$ cat config.mk
export PLATFORM = sky130hd
export DESIGN_NAME = smc_modem_pins
export DESIGN_NICKNAME = d
export VERILOG_FILES = /design/src/core/smc_pkg.sv /design/src/core/smc_modem_pins.sv
export VERILOG_INCLUDE_DIRS = /design/src /design/src/core
export SDC_FILE = /design/constraint.sdc
export NUM_CORES = 1
export LEC_CHECK = 0
export ABC_AREA = 1
export BUFFER_PORTS_ARGS = -buffer_cell sky130_fd_sc_hd__buf_2
export CAP_MARGIN = 20
export CORE_MARGIN = 4
export CORE_UTILIZATION = 44
export CTS_BUF_LIST = sky130_fd_sc_hd__clkbuf_4
export CTS_CLUSTER_SIZE = 30
export DETAILED_ROUTE_END_ITERATION = 8
export PLACE_DENSITY = 0.86
export RECOVER_POWER = 50
export SLEW_MARGIN = 10
export SYNTH_ARGS = -nofsm -noshare
export SYNTH_HDL_FRONTEND = slang
export SYNTH_SLANG_ARGS = --single-unit
$ cat constraint.sdc
create_clock -name ref_clk -period 1.15 [get_ports ref_clk]
set_input_delay 0.115 -clock ref_clk [delete_from_list [all_inputs] [get_ports ref_clk]]
set_output_delay 0.115 -clock ref_clk [all_outputs]
set_load 0.05 [all_outputs]
$ cat src/core/smc_params.svh
`ifndef SMC_PARAMS_SVH
`define SMC_PARAMS_SVH
// ----------------------------------------------------------------------
// Field positions and strap outcomes
// ----------------------------------------------------------------------
`define SMC_HS_CTS_BIT 4
`define SMC_CFG26_ADDR_BIT 6
`define SMC_CFG24_ROM_BIT 1
`define SMC_GP6_CTS_BIT 7
`define SMC_GP4_DSR_BIT 6
`define SMC_CFG_ADDR_HI 8'h4E
`define SMC_CFG_ADDR_LO 8'h2E
`endif

$ cat src/core/smc_pkg.sv
package smc_pkg;
  // Strap sequencing: pins are inputs until the strap capture after reset.
  typedef enum logic [0:0] {
    SMC_STRAP = 1'b0,
    SMC_RUN = 1'b1
  } smc_phase_e;
  typedef logic [7:0] smc_byte_t;
endpackage : smc_pkg

$ cat src/core/smc_modem_pins.sv
`timescale 1ns/1ps
`include "smc_params.svh"
// Contract
// - Each port's clear-to-send level appears in handshake status bit 4; port A's status reads 0 while its pin is GPIO.
// - Request-to-send output is driven low when data is ready to send.
// - Port A terminal-ready output is driven low when ready to talk.
// - Port A request-to-send pin sampled at reset gives config bit 26.6.
// - Address strap high places the configuration port at 4EH.
// - Port A terminal-ready pin sampled at reset gives config bit 24.1.
// - ROM interface enabled only when the ROM strap latched high.
// - Port A clear-to-send pin may act as GPIO port 6 bit 7.
// - Port B set-ready pin may act as GPIO port 4 bit 6.
// - Port B terminal-ready output is driven low when ready to talk.
module smc_modem_pins
  import smc_pkg::*;
(
  input wire logic ref_clk,
  input wire logic arst_n,
  input wire logic clkEn,
  // Modem-side inputs.
  input wire logic port_a_clear_to_send_n,
  input wire logic port_b_clear_to_send_n,
  input wire logic port_a_set_ready_n,
  input wire logic port_b_set_ready_n,
  // Strap-capable port A pins: input level, output and enable; then port B outputs.
  input wire logic port_a_request_send_n_in,
  output logic port_a_request_send_n,
  output logic port_a_request_send_oe,
  input wire logic port_a_terminal_ready_n_in,
  output logic port_a_terminal_ready_n,
  output logic port_a_terminal_ready_oe,
  output logic port_b_request_send_n,
  output logic port_b_terminal_ready_n,
  // UART core side, active high requests.
  input wire logic portAReqSend,
  input wire logic portATermReady,
  input wire logic portBReqSend,
  input wire logic portBTermReady,
  // Pin-function selection: high hands the pin to GPIO.
  input wire logic selGpioP6b7,
  input wire logic selGpioP4b6,
  output logic [7:0] portAHandshake,
  output logic [7:0] portBHandshake,
  output logic gpio_p6_b7,
  output logic gpio_p4_b6,
  output logic config_addr_strap,
  output logic rom_enable_strap,
  output logic rom_enable_bit,
  output logic [7:0] configAddr,
  output logic [7:0] config_reg_26,
  output logic [7:0] config_reg_24
);

  // --------------------------------------------------------------------
  // Strap capture
  // --------------------------------------------------------------------
  smc_phase_e phase_q;
  logic addrStrap_q;
  logic romStrap_q;
  wire logic captureNow = (phase_q == SMC_STRAP);

  // Reset holds constants only; straps are caught on the first enabled edge
  // after release, while the pins are still undriven inputs.
  always_ff @(posedge ref_clk or negedge arst_n) begin
    if (!arst_n) begin
      phase_q <= SMC_STRAP;
      addrStrap_q <= 1'b0;
      romStrap_q <= 1'b0;
    end else if (clkEn && captureNow) begin
      phase_q <= SMC_RUN;
      addrStrap_q <= port_a_request_send_n_in;
      romStrap_q <= port_a_terminal_ready_n_in;
    end
  end

  // --------------------------------------------------------------------
  // Modem outputs and status
  // --------------------------------------------------------------------
  wire logic runPhase = (phase_q == SMC_RUN);
  smc_byte_t hsA_d;
  smc_byte_t hsB_d;
  smc_byte_t cfg26_d;
  smc_byte_t cfg24_d;

  // Status bytes carry only the clear-to-send level; other bits zero.
  always_comb begin
    hsA_d = 8'h00;
    hsB_d = 8'h00;
    hsA_d[`SMC_HS_CTS_BIT] = port_a_clear_to_send_n;
    hsB_d[`SMC_HS_CTS_BIT] = port_b_clear_to_send_n;
    cfg26_d = 8'h00;
    cfg24_d = 8'h00;
    cfg26_d[`SMC_CFG26_ADDR_BIT] = addrStrap_q;
    cfg24_d[`SMC_CFG24_ROM_BIT] = romStrap_q;
  end

  // Every output is registered; request lines idle high (inactive).
  always_ff @(posedge ref_clk or negedge arst_n) begin
    if (!arst_n) begin
      port_a_request_send_n <= 1'b1;
      port_a_request_send_oe <= 1'b0;
      port_a_terminal_ready_n <= 1'b1;
      port_a_terminal_ready_oe <= 1'b0;
      port_b_request_send_n <= 1'b1;
      port_b_terminal_ready_n <= 1'b1;
      portAHandshake <= 8'h00;
      portBHandshake <= 8'h00;
      gpio_p6_b7 <= 1'b0;
      gpio_p4_b6 <= 1'b0;
      config_addr_strap <= 1'b0;
      rom_enable_strap <= 1'b0;
      rom_enable_bit <= 1'b0;
      configAddr <= `SMC_CFG_ADDR_LO;
      config_reg_26 <= 8'h00;
      config_reg_24 <= 8'h00;
    end else if (clkEn) begin
      port_a_request_send_n <= ~portAReqSend;
      port_a_request_send_oe <= runPhase;
      port_a_terminal_ready_n <= ~portATermReady;
      port_a_terminal_ready_oe <= runPhase;
      port_b_request_send_n <= ~portBReqSend;
      port_b_terminal_ready_n <= ~portBTermReady;
      // GPIO selection hides the modem meaning; status then reads 0.
      portAHandshake <= selGpioP6b7 ? 8'h00 : hsA_d;
      portBHandshake <= hsB_d;
      gpio_p6_b7 <= selGpioP6b7 & port_a_clear_to_send_n;
      gpio_p4_b6 <= selGpioP4b6 & port_b_set_ready_n;
      config_addr_strap <= addrStrap_q;
      rom_enable_strap <= romStrap_q;
      rom_enable_bit <= romStrap_q;
      configAddr <= addrStrap_q ? `SMC_CFG_ADDR_HI
                                : `SMC_CFG_ADDR_LO;
      config_reg_26 <= cfg26_d;
      config_reg_24 <= cfg24_d;
    end
  end

  // --------------------------------------------------------------------
  // Checks
  // --------------------------------------------------------------------
  // Port B spare status bits must stay clear so software never reads noise.
  wire smc_byte_t hsSpareB = portBHandshake & ~(8'h01 << `SMC_HS_CTS_BIT);
endmodule : smc_modem_pins

==> metrics.log, run 1 <==
[metrics] area of the mapped netlist: around 890 um^2
[metrics] total setup violations reported at the end of the flow: 0
[metrics] run status: finished clean
[metrics] IR drop worst, VDD: roughly 520 uV
[metrics] Buf+Inv Stages, Crit Path: 1
[metrics] Finished Core Util: 0.504
[metrics] maximum net fanout on the critical path: 2
[metrics] number of library cell types mapped by synthesis: 12
[metrics] Slowest cell on crit path: sky130_fd_sc_hd__dfstp_2
[metrics] clock tree from TritonCTS: built
[metrics] Total GRT Usage: 0.0996
[metrics] Top Layer Used: met4
[metrics] antenna violations before repair: 0
[metrics] DRC violation total after the first TritonRoute iteration: 2
[metrics] shortest clock period the worst path allows after layout: 1.12 ns
[metrics] worst relative slew slack: 0.501
[metrics] CP startpoint kind: register
[metrics] post-synthesis sequential element count: 15
[metrics] Worst Path Required: about 1.0 ns
[metrics] count of buffers inserted at the top-level ports: 30
[metrics] overall die area: about 2800 um^2
[metrics] Reg-to-Reg Start: phase_q
[metrics] level count of the clock H-tree: 1
[metrics] total negative slack: 0 ns
[metrics] Placed Instance Area: between 800 and 900 um^2
[metrics] number of violations of the max-capacitance limit: 0
[metrics] max-slew violation total from the final report: 0
[metrics] chip height: ~53 um
[metrics] commonest non-fill, non-tap cells in the layout: 34 x sky130_fd_sc_hd__conb_1, 27 x sky130_fd_sc_hd__nand2_1, 24 x sky130_fd_sc_hd__buf_2
[metrics] overall die width: roughly 53 um
[metrics] final hold vios: 0
[metrics] synthesized area per cell: ~9.0 um^2
[metrics] maximum number of pins on one net before global-route repair: 20
[metrics] number of global-route vias before repair: between 400 and 500
[metrics] Crit Path Class: register to output port
[metrics] static leakage: around 0.58 nW
[metrics] TritonCTS Buffers: 3
[metrics] Hold Crit Start: port_b_clear_to_send_n
[metrics] standard-cell row count: 16
[metrics] peak clock frequency supported by timing: 892 MHz
[metrics] minimum hold slack: 0.0370 ns
[metrics] share of the clock period used by the worst path after layout: 0.975
[metrics] portion of the post-synthesis area used by sequential elements: 0.427
[metrics] worst reg2reg endpoint: addrStrap_q
[metrics] post-synthesis instance total: between 90 and 100
[metrics] Diodes inserted: 0
[metrics] unrepaired setup endpoints after global routing: false
[metrics] Layout fillers: about 200
[metrics] number of warnings printed during yosys synthesis: 0
[metrics] fraction of final layout cells sized beyond drive strength 1: 0.326
[metrics] post-route design area: between 900 and 1000 um^2
[metrics] core footprint: between 1500 and 2000 um^2
[metrics] maximum buffer depth of the clock tree: 2
[metrics] FF-to-FF setup slack: ~0.39 ns
[metrics] post-detailed-route via-to-cell ratio: approximately 3.8
[metrics] Endpoint, Worst Hold: portBHandshake[4]
[metrics] detailed-route via count: a little under 600
[metrics] number of nets with antenna violations after routing: 0
[metrics] total length of routed met3 wires: roughly 190 um
[metrics] average wire per cell in the routed design: roughly 9.5 um
[metrics] Worst path max stage delay: 0.54 ns
[metrics] commonest non-fill, non-tap cell in the layout: sky130_fd_sc_hd__conb_1
[metrics] half-perimeter wire length of the detailed placement result: approximately 1100 um
[metrics] kind of cell adding the most delay to the critical path: flip-flops
[metrics] Clock Latency Late Sink: between 0.2 and 0.3 ns
[metrics] Met2 Wirelength: around 730 um
[metrics] crit-path cells: buf_4
[metrics] Critical Path Sink Type: output port
[metrics] clock-pin slew of the registers on the worst-case setup and hold paths: roughly 0.090 ns
[metrics] Hold/Removal Path Class: input port to register
[metrics] number of DRC violations after detailed routing: 0
[metrics] layout-stage area growth over the synthesis result: 9.37%
[metrics] largest clock skew in the final design: ~0.0071 ns
[metrics] net count reported at finish: ~150
[metrics] Starting Density: 0.461
[metrics] worst r2r path cells: 4
[metrics] buffer cell driving the clock tree root: sky130_fd_sc_hd__clkbuf_4
[metrics] clock sinks: 15
[metrics] routed metal-1 wirelength: between 500 and 600 um
[metrics] GPL Wtd Cong: 0.648
[metrics] total power divided by cell area: approximately 1400 nW/um^2
[metrics] total wire length: between 1000 and 1500 um
[metrics] top-level I/O count: between 60 and 70
[metrics] wire length of the first global-routing pass: roughly 2000 um
[metrics] first-pass iteration count of the detailed router: 4
[metrics] measured slew at the worst slew-check pin: between 0.7 and 0.8 ns
[metrics] arrival time at the worst endpoint: approximately 1.0 ns
[metrics] cell depth of the worst min-delay path: 3
[metrics] Overflow after GRT: 0
kinds of logic (layout without fill, tap and decap cells):
kind of cell    count (synthesis)  count (layout)  share of synthesized area
buf+inv                        44              42                      0.378
simple gates                   32              32                      0.141
flops                          15              15                      0.427
compound gates                  6               6                     0.0462
other cells                     2              34                    0.00839
final cells by class:
type	instances	area, um^2	share of cell area
multi-input combinational	72	295	0.302
timing repair buffer	35	219	0.224
tap	27	33.8	0.0345
sequential	15	382	0.390
clock buffer	4	30.0	0.0307
inverter	3	18.8	0.0192
layer usage:
metal,track usage,up-vias
met4,0.0383,0
met1,0.109,262
li1,-,292
met2,0.178,37
met3,0.0310,2
met5,0,-
synth_stat cells (all sizes together):
master | instances | share of area
dfstp | 5 | 0.15
nand2 | 27 | 0.11
buf | 41 | 0.36
conb | 2 | 0.0084
o21ai | 6 | 0.046
nand3 | 5 | 0.028
dfrtp | 10 | 0.28
inv | 3 | 0.021
repair_timing:
item | in CTS | in global routing
hold endpoints to repair | 14 | 0
hold buffers | 5 | 0
endpoints found under the setup margin | 5 | 2
buffers inserted | 0 | 0
resized for setup | 5 | 2
power by group:
part / internal (W) / switching, W / total, W
combinational: 0.0000762 / 0.000417 / 0.000493
sequential: 0.000567 / 0.0000165 / 0.000583
clock: 0.000158 / 0.000151 / 0.000308
stage by stage:
step	instances	setup slack, ns	power (W)
4_1_cts	156	0.0292	0.00139
5_1_grt	156	0.00218	0.00145
6_report	156	0.0289	0.00138
3_3_place_gp	147	0.278	0.00105
3_5_place_dp	147	0.274	0.00106
2_1_floorplan	131	0.113	0.00109
how the worst max path moves through the flow:
stage / from / endpoint / slack (ns) / cells past startpoint
after floorplan: config_reg_26[6] / configAddr[6] / 0.11 / 1
after global placement: port_b_request_send_n / port_b_request_send_n / 0.28 / 1
after detailed placement: port_b_request_send_n / port_b_request_send_n / 0.27 / 1
after CTS: port_b_request_send_n / port_b_request_send_n / 0.03 / 1
after global routing: port_a_terminal_ready_n / port_a_terminal_ready_n / 0.002 / 1
final: port_a_terminal_ready_n / port_a_terminal_ready_n / 0.03 / 1
No activity file was read; power rests on OpenSTA's default activity.
==> inputs of run 2 (changes only) <==
--- a/config.mk
+++ b/config.mk
@@ -9,7 +9,7 @@
 export ABC_AREA = 1
 export BUFFER_PORTS_ARGS = -buffer_cell sky130_fd_sc_hd__buf_2
 export CAP_MARGIN = 20
-export CORE_MARGIN = 4
+export CORE_MARGIN = 1
 export CORE_UTILIZATION = 44
 export CTS_BUF_LIST = sky130_fd_sc_hd__clkbuf_4
 export CTS_CLUSTER_SIZE = 30
==> run 2 against run 1 <==
Net effect:
- sequential cell count is the same
- maximum frequency grew 0.44%
- final area shrank 1.0%
==> metrics.log, run 2 (synthesis results as in run 1) <==
[metrics] total setup violations reported at the end of the flow: 0 (unchanged)
[metrics] first-pass iteration count of the detailed router: 3 (-1)
[metrics] Critical Path Sink Type: output port
[metrics] chip height: 47.1 um (-11%)
[metrics] Placed Instance Area: 877 um^2 (-0.28%)
[metrics] number of violations of the max-capacitance limit: 0 (unchanged)
[metrics] detailed-route via count: 584 (-1.5%)
[metrics] overall die area: 2220 um^2 (-21%)
[metrics] post-route design area: 968 um^2 (-1.0%)
[metrics] DRC violation total after the first TritonRoute iteration: 2 (unchanged)
[metrics] static leakage: 0.574 nW (-0.44%)
[metrics] Hold/Removal Path Class: input port to register
[metrics] Crit Path Class: register to output port
[metrics] worst relative slew slack: 0.495 (-0.00542)
[metrics] measured slew at the worst slew-check pin: 0.757 ns (+0.00813 ns)
[metrics] standard-cell row count: 15 (-1)
[metrics] Worst Path Required: 1.03 ns (about the same)
[metrics] count of buffers inserted at the top-level ports: 30 (unchanged)
[metrics] top-level I/O count: 66 (unchanged)
[metrics] half-perimeter wire length of the detailed placement result: 936 um (-17%)
[metrics] fraction of final layout cells sized beyond drive strength 1: 0.326 (unchanged)
[metrics] largest clock skew in the final design: 0.00197 ns (-0.00510 ns)
[metrics] run status: finished clean
[metrics] maximum number of pins on one net before global-route repair: 20 (unchanged)
[metrics] Finished Core Util: 0.532 (+0.0281)
[metrics] Overflow after GRT: 0 (unchanged)
[metrics] antenna violations before repair: 0 (unchanged)
[metrics] Total GRT Usage: 0.121 (+0.0215)
[metrics] Slowest cell on crit path: sky130_fd_sc_hd__dfstp_2
[metrics] Worst path max stage delay: 0.54 ns (about the same)
[metrics] Buf+Inv Stages, Crit Path: 1 (unchanged)
[metrics] clock tree from TritonCTS: built
[metrics] shortest clock period the worst path allows after layout: 1.12 ns (-0.00486 ns)
[metrics] total negative slack: 0 ns (unchanged)
[metrics] commonest non-fill, non-tap cell in the layout: sky130_fd_sc_hd__conb_1
[metrics] post-detailed-route via-to-cell ratio: 3.79 (-0.24%)
[metrics] clock-pin slew of the registers on the worst-case setup and hold paths: 0.08 ns (about the same)
[metrics] arrival time at the worst endpoint: 1.00 ns (about the same)
[metrics] peak clock frequency supported by timing: 896 MHz (+0.44%)
[metrics] number of standard cells in the layout, taps in and fillers out: 154 (-1.3%)
[metrics] average wire per cell in the routed design: 8.51 um (-10%)
[metrics] Clock Latency Late Sink: 0.27 ns (about the same)
[metrics] crit-path cells: buf_4
[metrics] wire length of the first global-routing pass: 1810 um (-11%)
[metrics] clock sinks: 15 (unchanged)
[metrics] overall die width: 47.1 um (-11%)
[metrics] layout-stage area growth over the synthesis result: 8.25%
[metrics] GPL Wtd Cong: 0.638 (-1.5%)
[metrics] number of DRC violations after detailed routing: 0 (unchanged)
[metrics] CP startpoint kind: register
[metrics] maximum net fanout on the critical path: 2 (unchanged)
[metrics] Power, Total: 0.00138 W (-0.20%)
[metrics] max-slew violation total from the final report: 0 (unchanged)
[metrics] commonest non-fill, non-tap cells in the layout: 34 x sky130_fd_sc_hd__conb_1, 27 x sky130_fd_sc_hd__nand2_1, 24 x sky130_fd_sc_hd__buf_2
[metrics] net count reported at finish: 145 (unchanged)
[metrics] level count of the clock H-tree: 1 (unchanged)
[metrics] Cells after DPL: 145 (-1.4%)
[metrics] number of nets with antenna violations after routing: 0 (unchanged)
[metrics] number of global-route vias before repair: 450 (-7.0%)
[metrics] IR drop worst, VDD: 466 uV (-9.8%)
[metrics] core footprint: 1820 um^2 (-6.2%)
[metrics] maximum buffer depth of the clock tree: 2 (unchanged)
[metrics] unrepaired setup endpoints after global routing: false
[metrics] final hold vios: 0 (unchanged)
[metrics] buffer cell driving the clock tree root: sky130_fd_sc_hd__clkbuf_4
[metrics] share of the clock period used by the worst path after layout: 0.971 (-0.00423)
[metrics] total wire length: 1310 um (-12%)
[metrics] Diodes inserted: 0 (unchanged)
[metrics] kind of cell adding the most delay to the critical path: flip-flops
[metrics] Starting Density: 0.491 (+0.0307)
[metrics] total power divided by cell area: 1430 nW/um^2 (+0.84%)
[metrics] TritonCTS Buffers: 3 (unchanged)
==> run 2: metal layers <==
layer / global-route usage / routed length [um] / vias to the layer above
met2: 0.200 / 605 / 42
met1: 0.148 / 571 / 250
met4: 0.0686 / 8 / 0
met3: 0.0231 / 126 / 2
li1: - / - / 290
met5: 0 / 0 / -
==> run 2: worst paths after layout <==
check | startpoint | slack (ns) | endpoint | depth (start not counted)
hold reg to reg | addrStrap_q | 0.46 | configAddr[5] | 1
setup / recovery | port_a_terminal_ready_n | 0.03 | port_a_terminal_ready_n | 1
max in group asynchronous | arst_n | 0.25 | gpio_p4_b6 | 2
hold / removal | port_b_clear_to_send_n | 0.04 | portBHandshake[4] | 3
setup reg to reg | phase_q | 0.37 | romStrap_q | 4
min in group asynchronous | arst_n | 0.43 | port_a_terminal_ready_oe | 2
==> run 2: repair_timing <==
item / in CTS / in global routing
setup endpoints to repair: 5 / 0
setup buffers: 0 / 0
hold buffers: 5 / 0
resized for setup: 5 / 0
endpoints found under the hold margin: 19 / 0
==> run 2: final cells by class <==
cell class	instances	area (um^2)
Clock buffer	4	30.0
Fill cell	165	852
Inverter	3	18.8
Multi-Input combinational cell	72	295
Sequential cell	15	382
Tap cell	25	31.3
Timing Repair Buffer	35	211
==> run 2: through the flow <==
step / hold WS [ns] / worst slack [ns]
global placement: 0.0195 / 0.277
finish: 0.0400 / 0.0338
detailed placement: 0.0238 / 0.274
CTS: 0.0357 / 0.0279
global route: 0.0502 / 0.00321
floorplan: -0.181 / 0.113
==> run 2: report_power, final <==
group | switching, W | internal [W] | total (W)
clock | 0.000154 | 0.000158 | 0.000312
combinational | 0.000415 | 0.0000727 | 0.000488
sequential | 0.0000154 | 0.000567 | 0.000582
total | 0.000585 | 0.000797 | 0.00138
